File: src/hdl/perl_defs.vh
// constants for the programming executive serial response link
`ifndef PERL_DEFS_VH
`define PERL_DEFS_VH
// ----------------------------------------------------------------
// word framing and timing
// ----------------------------------------------------------------
`define PERL_WORD_BITS 16
`define PERL_CLK_MHZ 100
`define PERL_READY_US 15
`define PERL_READY_CYC (`PERL_READY_US * `PERL_CLK_MHZ)
// ----------------------------------------------------------------
// response opcodes
// ----------------------------------------------------------------
`define PERL_RSP_PASS 4'h1
`define PERL_RSP_FAIL 4'h2
`define PERL_RSP_UNKNOWN 4'h3
// ----------------------------------------------------------------
// command opcodes
// ----------------------------------------------------------------
`define PERL_CMD_READ_DATA 4'h1
`define PERL_CMD_READ_PROG 4'h2
`define PERL_CMD_PROG_DATA 4'h5
`define PERL_CMD_PROG_CODE 4'h6
`define PERL_CMD_PROG_CONFIG 4'h7
`define PERL_CMD_QUERY_BLANK 4'ha
`define PERL_CMD_QUERY_VERSION 4'hb
// ----------------------------------------------------------------
// query and error bytes, header word count
// ----------------------------------------------------------------
`define PERL_QE_NO_ERROR 8'h00
`define PERL_QE_VERIFY_FAIL 8'h01
`define PERL_QE_OTHER_ERROR 8'h02
`define PERL_QE_NOT_BLANK 8'h0f
`define PERL_QE_BLANK 8'hf0
`define PERL_HDR_WORDS 16'h0002
`endif

File: src/hdl/perl_buffer.v
// two-entry valid/ready buffer for response words
`timescale 1ns/1ns
module perl_buffer #(
  parameter WIDTH = 16
) (
  // clock and reset
  input wire clk_sys,
  input wire rstn,
  // filling side
  input wire in_valid,
  output wire in_ready,
  input wire [WIDTH-1:0] in_data,
  // draining side
  output wire out_valid,
  input wire out_ready,
  output wire [WIDTH-1:0] out_data
);
  reg [WIDTH-1:0] mem [0:1];
  reg rd_ptr;
  reg wr_ptr;
  reg [1:0] count;
  wire push;
  wire pop;

  assign in_ready = (count != 2'd2);
  assign out_valid = (count != 2'd0);
  assign out_data = mem[rd_ptr];
  assign push = in_valid && in_ready;
  assign pop = out_valid && out_ready;

  always @(posedge clk_sys or negedge rstn)
  begin
    if (!rstn)
    begin
      rd_ptr <= 1'b0;
      wr_ptr <= 1'b0;
      count <= 2'd0;
      mem[0] <= {WIDTH{1'b0}};
      mem[1] <= {WIDTH{1'b0}};
    end
    else
    begin
      if (push)
      begin
        mem[wr_ptr] <= in_data;
        wr_ptr <= ~wr_ptr;
      end
      if (pop)
        rd_ptr <= ~rd_ptr;
      if (push && !pop)
        count <= count + 2'd1;
      else if (pop && !push)
        count <= count - 2'd1;
    end
  end
endmodule // perl_buffer

File: src/hdl/perl_link.v
// programming executive serial command and response link
`timescale 1ns/1ns
`include "perl_defs.vh"

// How it works
// programmer sends a command first and waits for its response.
// exactly one response per command, only after processing ends.
// serial clock is an input only, never driven here.
// drive data after falling clock edge, sample on rising edge.
// all words are 16 bits, most significant bit first.
// programmer releases data pin after the last command word.
// data pin held high while the command is processed.
// data pin driven low 15 us to flag the response ready.
// opcode pass 0x1, fail 0x2 with reason in query/error byte.
// unknown command opcode answered with opcode 0x3.
// header word: opcode, echoed command, query/error byte; then length.
// echoed field holds the opcode of the command answered.
// query commands always pass with result in query/error byte.
// blank query gives 0x0f not blank, 0xf0 blank.
// version query opcode 0xb length 2, version byte in header.
// non-query error byte: 0 none, 1 verify failed, 2 other.
// length counts words with header; others are 2 words.
// data read response is N plus 2 words.
// program read response 3*N/2+2 words, odd N rounded up.
// response words clocked out by programmer, then pin released.
module perl_link #(
  parameter READY_CYC = `PERL_READY_CYC,
  parameter [7:0] VERSION = 8'h10 // arbitrary value
) (
  // clock and reset
  input wire clk_sys,
  input wire rstn,
  // serial pins
  input wire prog_serial_clock_pin,
  input wire prog_serial_data_pin_in,
  output reg prog_serial_data_pin_out,
  output reg prog_serial_data_pin_oe,
  // command words to the executive core
  output reg cmd_valid,
  output reg [15:0] cmd_word,
  output reg cmd_first,
  // processing outcome from the core
  input wire done_valid,
  input wire done_fail,
  input wire done_verify,
  input wire done_blank,
  // response data words from the core
  input wire data_valid,
  output wire data_ready,
  input wire [15:0] data_word
);
  // ----------------------------------------------------------------
  // states
  // ----------------------------------------------------------------
  localparam [5:0] ST_CMD = 6'b000001;
  localparam [5:0] ST_BUSY = 6'b000010;
  localparam [5:0] ST_READY = 6'b000100;
  localparam [5:0] ST_HDR = 6'b001000;
  localparam [5:0] ST_DATA = 6'b010000;
  localparam [5:0] ST_END = 6'b100000;

  reg [5:0] state;
  reg [2:0] clk_sync;
  reg [1:0] dat_sync;
  reg [3:0] bit_cnt;
  reg [15:0] shift_in;
  reg [15:0] shift_out;
  reg [15:0] words_left;
  reg [15:0] cmd_len;
  reg [15:0] hdr0;
  reg [15:0] hdr1;
  reg [3:0] cmd_op;
  reg [19:0] pulse_cnt;
  reg hdr_sel;
  reg loaded;
  wire rise;
  wire fall;
  wire buf_valid;
  wire [15:0] buf_word;
  reg buf_take;
  wire [15:0] rx_word;
  wire [11:0] rx_len;
  wire pulse_end;

  // ----------------------------------------------------------------
  // pin synchronisers and edge finding
  // ----------------------------------------------------------------
  always @(posedge clk_sys or negedge rstn)
  begin
    if (!rstn)
    begin
      clk_sync <= 3'b000;
      dat_sync <= 2'b00;
    end
    else
    begin
      clk_sync <= {clk_sync[1:0], prog_serial_clock_pin};
      dat_sync <= {dat_sync[0], prog_serial_data_pin_in};
    end
  end

  // edges judged on the second and third stages only
  assign rise = clk_sync[1] && !clk_sync[2];
  assign fall = !clk_sync[1] && clk_sync[2];

  // ----------------------------------------------------------------
  // received word, with the bit of this rising edge already in
  // ----------------------------------------------------------------
  assign rx_word = {shift_in[14:0], dat_sync[1]};
  assign rx_len = rx_word[11:0];

  // ----------------------------------------------------------------
  // response length and header
  // ----------------------------------------------------------------
  function [15:0] resp_len;
    input [3:0] op;
    input [15:0] n;
    reg [15:0] m;
    begin
      m = n + {15'd0, n[0]};
      if (op == `PERL_CMD_READ_DATA)
        resp_len = n + `PERL_HDR_WORDS;
      else if (op == `PERL_CMD_READ_PROG)
        resp_len = m + {1'b0, m[15:1]} + `PERL_HDR_WORDS;
      else
        resp_len = `PERL_HDR_WORDS;
    end
  endfunction

  function known_op;
    input [3:0] op;
    begin
      case (op)
        `PERL_CMD_READ_DATA, `PERL_CMD_READ_PROG,
        `PERL_CMD_PROG_DATA, `PERL_CMD_PROG_CODE,
        `PERL_CMD_PROG_CONFIG, `PERL_CMD_QUERY_BLANK,
        `PERL_CMD_QUERY_VERSION: known_op = 1'b1;
        default: known_op = 1'b0;
      endcase
    end
  endfunction

  // the two read commands carry their word count in the last word
  function reads_memory;
    input [3:0] op;
    begin
      reads_memory = (op == `PERL_CMD_READ_DATA) ||
        (op == `PERL_CMD_READ_PROG);
    end
  endfunction

  // first header word; unknown opcodes never look at the outcome bits
  function [15:0] hdr_word;
    input [3:0] op;
    input fail;
    input verify;
    input blank;
    begin
      if (!known_op(op))
        hdr_word = {`PERL_RSP_UNKNOWN, op, `PERL_QE_NO_ERROR};
      else if (op == `PERL_CMD_QUERY_BLANK)
        hdr_word = {`PERL_RSP_PASS, op,
          blank ? `PERL_QE_BLANK : `PERL_QE_NOT_BLANK};
      else if (op == `PERL_CMD_QUERY_VERSION)
        hdr_word = {`PERL_RSP_PASS, op, VERSION};
      else if (fail)
        hdr_word = {`PERL_RSP_FAIL, op,
          verify ? `PERL_QE_VERIFY_FAIL : `PERL_QE_OTHER_ERROR};
      else
        hdr_word = {`PERL_RSP_PASS, op, `PERL_QE_NO_ERROR};
    end
  endfunction

  // ----------------------------------------------------------------
  // response data buffer, stalls the core when the programmer lags
  // ----------------------------------------------------------------
  perl_buffer #(
    .WIDTH(16)
  ) u_buf (
    .clk_sys(clk_sys),
    .rstn(rstn),
    .in_valid(data_valid),
    .in_ready(data_ready),
    .in_data(data_word),
    .out_valid(buf_valid),
    .out_ready(buf_take),
    .out_data(buf_word)
  );

  always @*
  begin
    buf_take = (state == ST_DATA) && !loaded && buf_valid;
  end

  // ----------------------------------------------------------------
  // main sequence
  // ----------------------------------------------------------------
  // last cycle of the ready pulse
  assign pulse_end = (pulse_cnt == READY_CYC - 1);

  always @(posedge clk_sys or negedge rstn)
  begin
    if (!rstn)
    begin
      state <= ST_CMD;
      bit_cnt <= 4'd0;
      shift_in <= 16'h0000;
      shift_out <= 16'h0000;
      words_left <= 16'h0000;
      cmd_len <= 16'h0000;
      hdr0 <= 16'h0000;
      hdr1 <= 16'h0000;
      cmd_op <= 4'h0;
      pulse_cnt <= 20'd0;
      hdr_sel <= 1'b0;
      loaded <= 1'b0;
      cmd_valid <= 1'b0;
      cmd_word <= 16'h0000;
      cmd_first <= 1'b0;
      prog_serial_data_pin_out <= 1'b0;
      prog_serial_data_pin_oe <= 1'b0;
    end
    else
    begin
      cmd_valid <= 1'b0;
      case (state)
        ST_CMD:
        begin
          // the pin belongs to the programmer while words come in
          prog_serial_data_pin_oe <= 1'b0;
          if (rise)
          begin
            shift_in <= {shift_in[14:0], dat_sync[1]};
            bit_cnt <= bit_cnt + 4'd1;
            if (bit_cnt == 4'd15)
            begin
              cmd_valid <= 1'b1;
              cmd_word <= rx_word;
              cmd_first <= (words_left == 16'h0000);
              if (words_left == 16'h0000)
              begin
                cmd_op <= rx_word[15:12];
                // length field counts command words
                if (rx_len <= 12'd1)
                begin
                  // the programmer may still drive the pin for up to one more cycle
                  state <= ST_BUSY;
                  prog_serial_data_pin_oe <= 1'b1;
                  prog_serial_data_pin_out <= 1'b1;
                  cmd_len <= 16'h0000;
                end
                else
                  words_left <= {4'd0, rx_len} - 16'd1;
              end
              else
              begin
                if (words_left == 16'd1 && reads_memory(cmd_op))
                  cmd_len <= rx_word;
                words_left <= words_left - 16'd1;
                if (words_left == 16'd1)
                begin
                  state <= ST_BUSY;
                  prog_serial_data_pin_oe <= 1'b1;
                  prog_serial_data_pin_out <= 1'b1;
                end
              end
            end
          end
        end
        ST_BUSY:
        begin
          prog_serial_data_pin_out <= 1'b1;
          // unknown commands never wait on the core
          if (!known_op(cmd_op) || done_valid)
          begin
            state <= ST_READY;
            pulse_cnt <= 20'd0;
            prog_serial_data_pin_out <= 1'b0;
            hdr1 <= resp_len(cmd_op, cmd_len);
            words_left <= resp_len(cmd_op, cmd_len);
            hdr0 <= hdr_word(cmd_op, done_fail, done_verify, done_blank);
          end
        end
        ST_READY:
        begin
          // line stays low; the header waits for the next falling edge
          pulse_cnt <= pulse_cnt + 20'd1;
          if (pulse_end)
          begin
            state <= ST_HDR;
            shift_out <= hdr0;
            hdr_sel <= 1'b0;
            bit_cnt <= 4'd0;
          end
        end
        ST_HDR, ST_DATA:
        begin
          // the buffer refills shift_out only between words
          if (buf_take)
          begin
            shift_out <= buf_word;
            loaded <= 1'b1;
          end
          if (fall && (state == ST_HDR || loaded))
          begin
            prog_serial_data_pin_out <= shift_out[15];
            shift_out <= {shift_out[14:0], 1'b0};
            bit_cnt <= bit_cnt + 4'd1;
            if (bit_cnt == 4'd15)
            begin
              words_left <= words_left - 16'd1;
              loaded <= 1'b0;
              if (words_left == 16'd1)
                state <= ST_END;
              else if (state == ST_HDR && !hdr_sel)
              begin
                hdr_sel <= 1'b1;
                // length loads whole, its top bit leaves on the next fall
                shift_out <= hdr1;
              end
              else
                state <= ST_DATA;
            end
            else if (bit_cnt == 4'd0 && state == ST_HDR && hdr_sel)
              prog_serial_data_pin_out <= hdr1[15];
          end
        end
        ST_END:
        begin
          // hold the last bit until the programmer samples it
          if (rise)
          begin
            state <= ST_CMD;
            prog_serial_data_pin_oe <= 1'b0;
            words_left <= 16'h0000;
            bit_cnt <= 4'd0;
          end
        end
        default:
          state <= ST_CMD;
      endcase
    end
  end
endmodule // perl_link

File: config.mk
export PLATFORM = sky130hd
export DESIGN_NAME = perl_link
export DESIGN_NICKNAME = d
export VERILOG_FILES = /design/src/hdl/perl_buffer.v /design/src/hdl/perl_link.v
export VERILOG_INCLUDE_DIRS = /design/src /design/src/hdl
export SDC_FILE = /design/constraint.sdc
export NUM_CORES = 1
export LEC_CHECK = 0
export BUFFER_PORTS_ARGS = -buffer_cell sky130_fd_sc_hd__buf_4
export CAP_MARGIN = 25
export CORE_MARGIN = 10
export CORE_UTILIZATION = 43
export DETAILED_ROUTE_END_ITERATION = 16
export PLACE_DENSITY_LB_ADDON = 0.15
export SETUP_SLACK_MARGIN = 0.1
export SLEW_MARGIN = 20
export SYNTH_ARGS = -nofsm -noshare
export SYNTH_HDL_FRONTEND = slang
export SYNTH_HIERARCHICAL = 1
export SYNTH_SLANG_ARGS = --single-unit
File: constraint.sdc
create_clock -name clk_sys -period 3.5 [get_ports clk_sys]
set_input_delay 1.05 -clock clk_sys [delete_from_list [all_inputs] [get_ports clk_sys]]
set_output_delay 1.05 -clock clk_sys [all_outputs]
set_load 0.1 [all_outputs]
## After elaboration in Yosys (flattened, before gate mapping)

Cells that the tools add are included.

- $lt $le $gt $ge: 4
- Equal/unequal tests: 32
- Muxes and demuxes: 88
- $add $sub $neg: 10
- Reductions and logical operators: 50
- Bitwise operators: 4

Operators by type and width:

| cell | number |
|---|---|
| 2-to-1 mux 16 bit | 23 |
| 2-to-1 mux 6 bit | 12 |
| case mux 16 bit (4 select lines) | 1 |
| 2-to-1 mux 14 bit | 4 |
| case mux 20 bit (2 select lines) | 1 |
| adder 16 x 2 -> 16 bit (second input constant) | 2 |
| bitwise mux 32 bit | 1 |
| case mux 16 bit (2 select lines) | 1 |
| 2-to-1 mux 1 bit | 30 |
| case mux 6 bit (5 select lines) | 1 |
| adder 20 x 1 -> 20 bit (second input constant) | 1 |
| == test 20 x 11 -> 1 bit (second input constant) | 1 |
| 2-to-1 mux 20 bit | 1 |
| inequality test 2 bit (second input constant) | 10 |
| adder 16 x 1 -> 16 bit | 1 |
| adder 16 x 15 -> 16 bit | 1 |
| demux 16 bit (select 1 bit) | 1 |
| == test 16 x 1 -> 1 bit (second input constant) | 1 |
| zero test 16 bit | 1 |
| 2-to-1 mux 4 bit | 4 |
| case mux 4 bit (4 select lines) | 1 |
| subtractor 16 x 1 -> 16 bit (second input constant) | 1 |
| logical AND 1 bit | 14 |
| subtractor 12 x 1 -> 13 bit (second input constant) | 1 |
| other kinds (40) | 73 |

- Bits in registers: 192
- Bits of input ports: 25
- Logic and storage cells: 212
- Output and inout bits: 21

## Longest topological paths before layout

Gate-level depths: netlist of the first run.

- Depth in word-level cells: 9
- Gate-level depth with buffers: 16
- Depth with buffers taken out: 16

## Modules after synthesis

Netlist of the first run, hierarchy kept.

By module, submodules not included:

| module | times used | area each (µm²) | sequential area each (µm²) | cells each |
|---|---|---|---|---|
| perl_link | 1 | 9322.7 | 3779.9 | 1059 |
| perl_buffer | 1 | 1695.4 | 900.9 | 103 |

## Worst setup path after synthesis of the first run

No wires, ideal clock.

- Path kind: flip-flop to flip-flop
- Start: reg cmd_len[1]
- End: reg words_left[15]
- Buffers on the path: 0
- Required time: 3.366 ns
- Stages on the path, launching flop included: 16
- Clock period less this slack: 3.571 ns
- Setup slack: -0.071 ns
- Library setup time: 0.134 ns
- Arrival time: 3.437 ns
- Path through: dfrtp_1 ha_1 nand2_1 nor3_1 nand2_1 nor2_1 xnor2_1 inv_1 ha_1 ha_1 and3_1 a221oi_1 o221ai_1 mux2i_1 o21ai_0 nand3_1

- Longest elaborated chain between the ends: 7
- Elaborated cells between the ends (all ways): 8
- Classes of those cells: 4 x add/sub; 4 x mux

RTL lines:

| element | RTL line | source |
|---|---|---|
| from (decl) | perl_link.v:69 | `reg [15:0] cmd_len;` |
| from (signal assigned) | perl_link.v:258 | `cmd_len <= rx_word;` |
| adder 16 x 1 -> 16 bit | perl_link.v:120 | `m = n + {15'd0, n[0]};` |
| adder 16 x 15 -> 16 bit | perl_link.v:124 | `` resp_len = m + {1'b0, m[15:1]} + `PERL_HDR_WORDS; `` |
| adder 16 x 2 -> 16 bit (no source line) | n/a |  |
| 2-to-1 mux 16 bit | perl_link.v:123 | `` else if (op == `PERL_CMD_READ_PROG) `` |
| 2-to-1 mux 16 bit (*) | perl_link.v:121 | `` if (op == `PERL_CMD_READ_DATA) `` |
| 2-to-1 mux 16 bit (*) | perl_link.v:274 | `if (!known_op(cmd_op) \|\| done_valid)` |
| case mux 16 bit (4 select lines) (*) | perl_link.v:226 | `case (state)` |
| to (signal assigned) | perl_link.v:253 | `words_left <= {4'd0, rx_len} - 16'd1;` |
| to (signal assigned) | perl_link.v:259 | `words_left <= words_left - 16'd1;` |
| to (signal assigned) | perl_link.v:280 | `words_left <= resp_len(cmd_op, cmd_len);` |
| to (decl) | perl_link.v:68 | `reg [15:0] words_left;` |

Mark *: on every way between the ends. The rest lies on a longest branch, timed or not. The select of a mux whose other input is x is not followed.
A chain may end at the register's enable or synchronous reset.

## Worst setup path in the final report of the first run

- Start: reg cmd_len[1]
- End: reg words_left[12]

The elaborated chain is that of the path after synthesis.

==> qor.log, run 1 <==
qor: synthesis.post_synth_inst_count 1162
qor: timing.max_slew_margin 48.2%
qor: synthesis.synth_top_cell_by_area sky130_fd_sc_hd__dfrtp_1
qor: global_route.grt_pass1_vias 9067
qor: detailed_routing.drt_iter0_drc 673
qor: global_route.antenna_found_initial 0
qor: critical_path.startpoint_type register
qor: clock_tree.tritoncts_num_sinks 187
qor: power.power_density_cells 552 nW/µm²
qor: timing.setup_total_negative_slack 0 ps
qor: clock_tree.number_of_buffers_created_by_cts 17
qor: layout.fillCellCount 2324
qor: timing.final-hold-violation-count 0
qor: timing.finalClockSkew 25.5 ps
qor: synthesis.seq_area_frac_synth 42.5%
qor: detailed_routing.drt-pass1-iter-count 5
qor: placed_design.finalWeightedCongestion 0.899
qor: detailed_routing.dr_total_vias 8925
qor: synthesis.synth-seq-cells 187
qor: global_route.leftover_overflow_at_the_end_of_global_routing 0
qor: synthesis.netlist_area 11000 µm²
qor: critical_path.critical_path.cell_chain ha_4, nand2_2, xnor2_2, ha_1, ha_4, inv_2, fa_2, nor2b_4, o31a_1, buf_6, o211a_1, o31a_1, o31ai_2, buf_4, o211ai_1, nand4_1
qor: detailed_routing.route.detailed.vias_per_inst 5.60
qor: layout.drive_gt1_share 25.1%
qor: synthesis.yosysWarnings 6
qor: timing.worst_hold_slack 344 ps
qor: critical_path.launch_point_of_the_worst_path cmd_len[1]
qor: critical_path.worstReg2RegEnd words_left[12]
qor: critical_path.critical_path_class register to register
qor: detailed_routing.detail_routed_net_length_per_standard_cell 18.8 µm
qor: layout.finish.net_count 1310
qor: synthesis.post-synth-top-count-cell sky130_fd_sc_hd__dfrtp_1
qor: placed_design.place_hpwl 21700 µm
qor: detailed_routing.postRouteWirelength 30000 µm
qor: critical_path.crit_slowest_cell sky130_fd_sc_hd__dfrtp_2
qor: critical_path.worstReg2RegStart cmd_len[1]
qor: layout.count_of_placed_standard_cells_in_the_final_layout_fillers_left_out 1595
qor: timing.worst_pin_slew 777 ps
qor: synthesis.ys_async_sr_fraction 100%
qor: clock_tree.clock_insertion_delay_worst_skew 450 ps
qor: global_route.grt_use_total 18.2%
qor: power.finalPower 7200 µW
qor: critical_path.cpLargestDelayFamily compound AO/OA/AOI/OAI gates
qor: placed_design.numPlacedInstances 1545
qor: power.ir_worst_vdd 625 µV
qor: critical_path.cp_data_required_time 3860 ps
qor: timing.maxSlewViolCount 0
qor: synthesis.post_synthesis_net_count 1220
qor: floorplan.fp.coreArea 25200 µm²
qor: floorplan.die-area 32400 µm²
qor: hold_path.min-delay-path-class register to register
qor: layout.layout-area-overhead-vs-synth 18.3%
qor: floorplan.ios 46
qor: detailed_routing.drcViolationCount 0
qor: clock_tree.tritoncts built
qor: placed_design.detailed_place.area 12000 µm²
qor: floorplan.die_w 180 µm
qor: critical_path.worstPathBufferInverterCount 3
qor: synthesis.synth_enable_flop_cells 0
qor: clock_tree.cts.reportedPaths.clkPinSlew 80 ps
qor: critical_path.worst_setup_path_end_kind register
qor: placed_design.io_buffers 45
qor: critical_path.worstPathArrival 3780 ps
qor: timing.fin_crit_sh 97.7%
qor: timing.max_freq 293 MHz
qor: timing.period_minus_slack 3420 ps
qor: detailed_routing.detail-route-antenna-nets 0
qor: synthesis.postSynthAreaPerCell 9.48 µm²
qor: timing.grt_setup_unrepaired true
qor: critical_path.reg2reg_slack 80 ps
qor: critical_path.timing.critical_path.depth 16
qor: power.p_leak 0.00580 µW
qor: global_route.grt_max_degree 77
qor: floorplan.chipHeight 180 µm
qor: synthesis.ys_top_cells_by_count sky130_fd_sc_hd__dfrtp_1 (186), sky130_fd_sc_hd__nand2_1 (172), sky130_fd_sc_hd__o21ai_0 (105), sky130_fd_sc_hd__nor2_1 (80), sky130_fd_sc_hd__mux2_2 (63)
qor: synthesis.ys_top_cells_by_area sky130_fd_sc_hd__dfrtp_1 (42%), sky130_fd_sc_hd__mux2_2 (6.4%), sky130_fd_sc_hd__nand2_1 (5.9%)
qor: timing.setup-violations-final 0
qor: floorplan.floorplan.initialDensity 43.8%
qor: synthesis.dominantRegCellSynth sky130_fd_sc_hd__dfrtp_1
qor: run.max_cap_violations 0
qor: clock_tree.cts_max_path_buffers 2
qor: clock_tree.cts_root_buf sky130_fd_sc_hd__clkbuf_16
qor: layout.final_area 13000 µm²
qor: clock_tree.cts.htree.levels 4
qor: critical_path.crit_path_max_incr_delay 440 ps
qor: critical_path.worst_reg2reg_path_length_in_cells 16
qor: critical_path.worst_setup_path_endpoint words_left[12]
qor: global_route.global_route_wire_length_before_repair 48900 µm
qor: outcome.outcome complete, no violations
qor: floorplan.placementRows 58
qor: critical_path.worstPathMaxFanout 5
qor: layout.diodes 0
qor: synthesis.synth.distinct_cells 84
qor: hold_path.hold_start clk_sync[0]
qor: synthesis.post-synth-top-area-fraction 42.2%
[worst register-to-register path, stage by stage, from the launching register on]
cell and delay, ps:
sky130_fd_sc_hd__dfrtp_2 440, sky130_fd_sc_hd__ha_4 200, sky130_fd_sc_hd__nand2_2 90, sky130_fd_sc_hd__xnor2_2 150
sky130_fd_sc_hd__ha_1 320, sky130_fd_sc_hd__ha_4 180, sky130_fd_sc_hd__inv_2 60, sky130_fd_sc_hd__fa_2 230
sky130_fd_sc_hd__nor2b_4 50, sky130_fd_sc_hd__o31a_1 330, sky130_fd_sc_hd__buf_6 140, sky130_fd_sc_hd__o211a_1 220
sky130_fd_sc_hd__o31a_1 270, sky130_fd_sc_hd__o31ai_2 280, sky130_fd_sc_hd__buf_4 180, sky130_fd_sc_hd__o211ai_1 80
sky130_fd_sc_hd__nand4_1 130
[worst min path at each step]
stage | endpoint | slack [ps] | cells past startpoint
finish | clk_sync[1] | 340 | 0
global route | clk_sync[1] | 360 | 0
global placement | clk_sync[1] | 330 | 0
floorplan | clk_sync[1] | 330 | 0
detailed placement | clk_sync[1] | 340 | 0
CTS | clk_sync[1] | 350 | 0
[repair_timing]
item                                    4_1_cts  5_1_grt
buffers inserted                              4       14
resized for setup                            16       46
pin swaps                                     4       36
endpoints found under the setup margin        9       13
hold buffers                                  0        0
[layer usage]
metal / GRT usage (%) / vias to the layer above / share of wire [%] / routed length, µm
met2: 28.0 / 214 / 45 / 13500
met4: 5.18 / 0 / 2.2 / 674
met1: 25.4 / 4354 / 48 / 14400
met5: 0 / - / 0 / 0
li1: - / 4320 / - / -
met3: 3.37 / 37 / 4.6 / 1370
[final cells by class]
class | count | area (µm²) | share of cell area [%]
tap | 330 | 413 | 3.17
multi-input combinational | 886 | 6280 | 48.2
clock buffer | 20 | 437 | 3.35
clock inverter | 12 | 103 | 0.787
timing repair buffer | 129 | 995 | 7.63
sequential | 187 | 4680 | 35.9
inverter | 31 | 116 | 0.893
[metrics by stage]
stage,worst slack (ps),utilization (%)
floorplan,132,-
CTS,103,50.4
global placement,7.36,47.8
global route,-50.7,51.7
finish,81.4,51.7
detailed placement,-39.1,47.8
[power by group]
group          internal (µW)  switching, µW  leakage, µW  total, µW
Combinational           1020           1380      0.00310       2390
Clock                    935            923     0.000268       1860
Sequential              2580            366      0.00243       2950
Total                   4530           2670      0.00580       7200
[flip-flops by register name, indices dropped and copies added (netlist names), 3 cells and up]
signal,cells
clk_sync,3
cmd_len,16
cmd_op,4
state,6
bit_cnt,4
words_left,16
u_buf/mem,32
shift_out,16
hdr1,16
cmd_word,16
shift_in,15
pulse_cnt,20
hdr0,11
[cell usage in the layout, fill, tap and decap left out, drive strengths merged, types with 11 or more instances in the layout]
master  Yosys  routed
nor3       25      25
o31ai      11      11
xor2       46      46
a21oi      48      48
o21ai     106     106
dfrtp     186     186
ha         32      32
clkbuf     46      21
inv        30      38
nand4      16      16
or3        11      11
nor4       12      12
nand2     173     173
mux2i      14      14
mux2       83      83
nor2       80      80
buf        12     128
xnor2      34      34
nand3      37      37
and3       12      12
[kinds of logic (layout without fill, tap and decap cells)]
family,after synthesis,in the layout,synth area share [%]
multiplexers,97,97,10.4
flip-flops,187,187,42.5
XOR/XNOR,80,80,6.36
AO/OA/AOI/OAI,248,248,14.2
buffers and inverters,89,192,3.72
AND/OR/NAND/NOR,428,428,19.0
adder cells (fa/ha/maj),33,33,3.82
No activity file was read; power rests on OpenSTA's default activity.
==> inputs of run 2 (changes only) <==
--- a/config.mk
+++ b/config.mk
@@ -6,14 +6,13 @@
 export SDC_FILE = /design/constraint.sdc
 export NUM_CORES = 1
 export LEC_CHECK = 0
-export BUFFER_PORTS_ARGS = -buffer_cell sky130_fd_sc_hd__buf_4
+export BUFFER_PORTS_ARGS = -buffer_cell sky130_fd_sc_hd__buf_2
 export CAP_MARGIN = 25
 export CORE_MARGIN = 10
 export CORE_UTILIZATION = 43
 export DETAILED_ROUTE_END_ITERATION = 16
 export PLACE_DENSITY_LB_ADDON = 0.15
 export SETUP_SLACK_MARGIN = 0.1
-export SLEW_MARGIN = 20
 export SYNTH_ARGS = -nofsm -noshare
 export SYNTH_HDL_FRONTEND = slang
 export SYNTH_HIERARCHICAL = 1
==> qor.log, run 2 (same netlist as run 1, synthesis figures left out) <==
qor: placed_design.numPlacedInstances 1552 [+0.45%]
qor: floorplan.floorplan.initialDensity 43.8% [unchanged]
qor: critical_path.worstReg2RegStart cmd_len[1]
qor: critical_path.worstReg2RegEnd words_left[10]
qor: detailed_routing.detail_routed_net_length_per_standard_cell 18.8 µm [+0.20%]
qor: clock_tree.number_of_buffers_created_by_cts 17 [unchanged]
qor: timing.period_minus_slack 3410 ps [-12.4 ps]
qor: layout.final_common_cell sky130_fd_sc_hd__dfrtp_1
qor: timing.maxSlewViolCount 0 [unchanged]
qor: critical_path.worst_reg2reg_path_length_in_cells 13 [-3]
qor: critical_path.critical_path_class register to register
qor: global_route.global_route_wire_length_before_repair 48400 µm [-1.0%]
qor: power.p_leak 0.00580 µW [about the same]
qor: clock_tree.cts.htree.levels 4 [unchanged]
qor: layout.reg.largest.list u_buf/mem: 32 flops, pulse_cnt: 20 flops
qor: layout.most-common-layout-cells sky130_fd_sc_hd__dfrtp_1 (184), sky130_fd_sc_hd__nand2_1 (167), sky130_fd_sc_hd__o21ai_0 (99), sky130_fd_sc_hd__buf_4 (79), sky130_fd_sc_hd__nor2_1 (78)
qor: floorplan.fp.coreArea 25200 µm² [unchanged]
qor: layout.fillCellCount 2307 [-0.73%]
qor: detailed_routing.detail-route-antenna-nets 0 [unchanged]
qor: layout.finish.net_count 1309 [-0.076%]
qor: global_route.grt_max_degree 73 [-5.2%]
qor: critical_path.worstPathArrival 3730 ps [-50 ps]
qor: global_route.leftover_overflow_at_the_end_of_global_routing 0 [unchanged]
qor: power.power_density_cells 556 nW/µm² [+0.66%]
qor: timing.max_slew_margin 32.5% [-16 points]
qor: timing.max_freq 294 MHz [+0.36%]
qor: timing.grt_setup_unrepaired true
qor: critical_path.startpoint_type register
qor: timing.fin_crit_sh 97.3% [-0.35 points]
qor: layout.layout-area-overhead-vs-synth 17.9%
qor: layout.drive_gt1_share 25.4% [+0.34 points]
qor: clock_tree.holdBufCountCts 0 [unchanged]
qor: placed_design.pre_cts_ws -92.2 ps [-53.1 ps]
qor: timing.final-hold-violation-count 0 [unchanged]
qor: layout.diodes 0 [unchanged]
qor: layout.regArea 4680 µm² [unchanged]
qor: critical_path.launch_point_of_the_worst_path cmd_len[1]
qor: outcome.outcome complete, no violations
qor: timing.setup_total_negative_slack 0 ps [unchanged]
qor: floorplan.die_w 180 µm [unchanged]
qor: floorplan.die-area 32400 µm² [unchanged]
qor: run.max_cap_violations 0 [unchanged]
qor: power.finalPower 7220 µW [+0.38%]
qor: power.ir_worst_vdd 535 µV [-14%]
qor: global_route.grt_use_total 18.1% [-0.033 points]
qor: layout.final_area 13000 µm² [-0.28%]
qor: clock_tree.cts.reportedPaths.clkPinSlew 80 ps [about the same]
qor: global_route.grt_pass1_vias 8885 [-2.0%]
qor: critical_path.worst_setup_path_end_kind register
qor: placed_design.finalWeightedCongestion 0.946 [+5.2%]
qor: hold_path.min-delay-path-class register to register
qor: layout.largest-register u_buf/mem
qor: critical_path.worstPathMaxFanout 5 [unchanged]
qor: detailed_routing.drt_iter0_drc 638 [-5.2%]
qor: layout.count_of_placed_standard_cells_in_the_final_layout_fillers_left_out 1594 [-0.063%]
qor: critical_path.reg2reg_slack 90 ps [about the same]
qor: critical_path.cp_data_required_time 3830 ps [-30 ps]
qor: detailed_routing.dr_total_vias 9008 [+0.93%]
qor: floorplan.chipHeight 180 µm [unchanged]
qor: clock_tree.cts_max_path_buffers 2 [unchanged]
qor: timing.finalClockSkew 19.2 ps [-6.34 ps]
qor: placed_design.io_buffers 45 [unchanged]
qor: detailed_routing.drcViolationCount 0 [unchanged]
qor: timing.setup-violations-final 0 [unchanged]
qor: timing.post-route-worst-setup-slack 93.8 ps [+12.4 ps]
qor: detailed_routing.postRouteWirelength 30000 µm [+0.14%]
qor: floorplan.placementRows 58 [unchanged]
qor: clock_tree.tritoncts built
qor: detailed_routing.route.detailed.vias_per_inst 5.65 [+0.99%]
qor: global_route.antenna_found_initial 0 [unchanged]
qor: layout.largest_reg_flops 32 [unchanged]
qor: detailed_routing.drt-pass1-iter-count 7 [+2]
qor: layout.multi_input_comb_area 6320 µm² [+0.50%]
qor: critical_path.worst_setup_path_endpoint words_left[10]
qor: placed_design.detailed_place.area 12000 µm² [-0.37%]
qor: clock_tree.tritoncts_num_sinks 187 [unchanged]
qor: placed_design.place_hpwl 22100 µm [+2.1%]
qor: timing.worst_pin_slew 1010 ps [+233 ps]
qor: floorplan.ios 46 [unchanged]
qor: clock_tree.clock_insertion_delay_worst_skew 440 ps [about the same]
qor: clock_tree.cts_root_buf sky130_fd_sc_hd__clkbuf_16
==> run 2: cell count changes in the layout (fill, tap and decap cells not counted), sizes merged <==
| cell | delta |
|---|---|
| clkbuf | -3 |
| clkinvlp | +2 |
| buf | -1 |
| clkinv | +1 |
==> run 2: metal layers <==
| layer | GRT usage, % | part of all wire, % | routed length (µm) |
|---|---|---|---|
| met2 | 27.7 | 46 | 13800 |
| met4 | 5.81 | 2.4 | 731 |
| met3 | 3.61 | 4.4 | 1310 |
| met5 | 0 | 0 | 0 |
| met1 | 25.2 | 47 | 14200 |
==> run 2: repair_timing <==
item | 4_1_cts | 5_1_grt
endpoints found under the setup margin | 9 | 18
setup buffers | 5 | 6
pin swaps | 10 | 33
gates resized for setup | 16 | 53
gates cloned | 0 | 0
==> run 2: final cells by class <==
cell class              count  share of cell area, %
clock buffers              17                   3.27
clock inverters            15                   1.17
inverters                  31                  0.895
multi-input cells         886                   48.6
flip-flops and latches    187                   36.0
well taps                 330                   3.18
repair buffers            128                   6.85
==> run 2: critical path: stages, from the launching register on <==
cell and delay [ps]:
sky130_fd_sc_hd__dfrtp_2 450, sky130_fd_sc_hd__ha_4 180, sky130_fd_sc_hd__nand4_1 130, sky130_fd_sc_hd__xor2_2 200, sky130_fd_sc_hd__inv_1 80, sky130_fd_sc_hd__ha_1 280, sky130_fd_sc_hd__ha_1 320, sky130_fd_sc_hd__nor2b_4 140
sky130_fd_sc_hd__o31a_1 320, sky130_fd_sc_hd__o211a_1 260, sky130_fd_sc_hd__or3_1 320, sky130_fd_sc_hd__a32oi_2 210, sky130_fd_sc_hd__o221ai_1 140, sky130_fd_sc_hd__mux2_4 270
==> run 2: power breakdown <==
part | switching (µW) | internal [µW] | leakage (µW)
registers | 386 | 2580 | 0.00243
clock network | 969 | 954 | 0.000281
logic | 1370 | 968 | 0.00309
==> run 2: stage by stage <==
step / utilization, % / hold slack (ps)
CTS: 50.3 / 377
global route: 51.6 / 385
detailed placement: 47.6 / 354
global placement: 47.6 / 335
finish: 51.6 / 367
floorplan: - / 331
==> run 2: worst min-delay path by stage <==
| stage | from | endpoint | slack (ps) | cells after the start |
|---|---|---|---|---|
| 2_1_floorplan | clk_sync[0] | clk_sync[1] | 330 | 0 |
| 5_1_grt | clk_sync[0] | clk_sync[1] | 380 | 0 |
| 3_3_place_gp | clk_sync[0] | clk_sync[1] | 340 | 0 |
| 6_report | clk_sync[0] | clk_sync[1] | 370 | 0 |
| 3_5_place_dp | clk_sync[0] | clk_sync[1] | 350 | 0 |
| 4_1_cts | clk_sync[0] | clk_sync[1] | 380 | 0 |
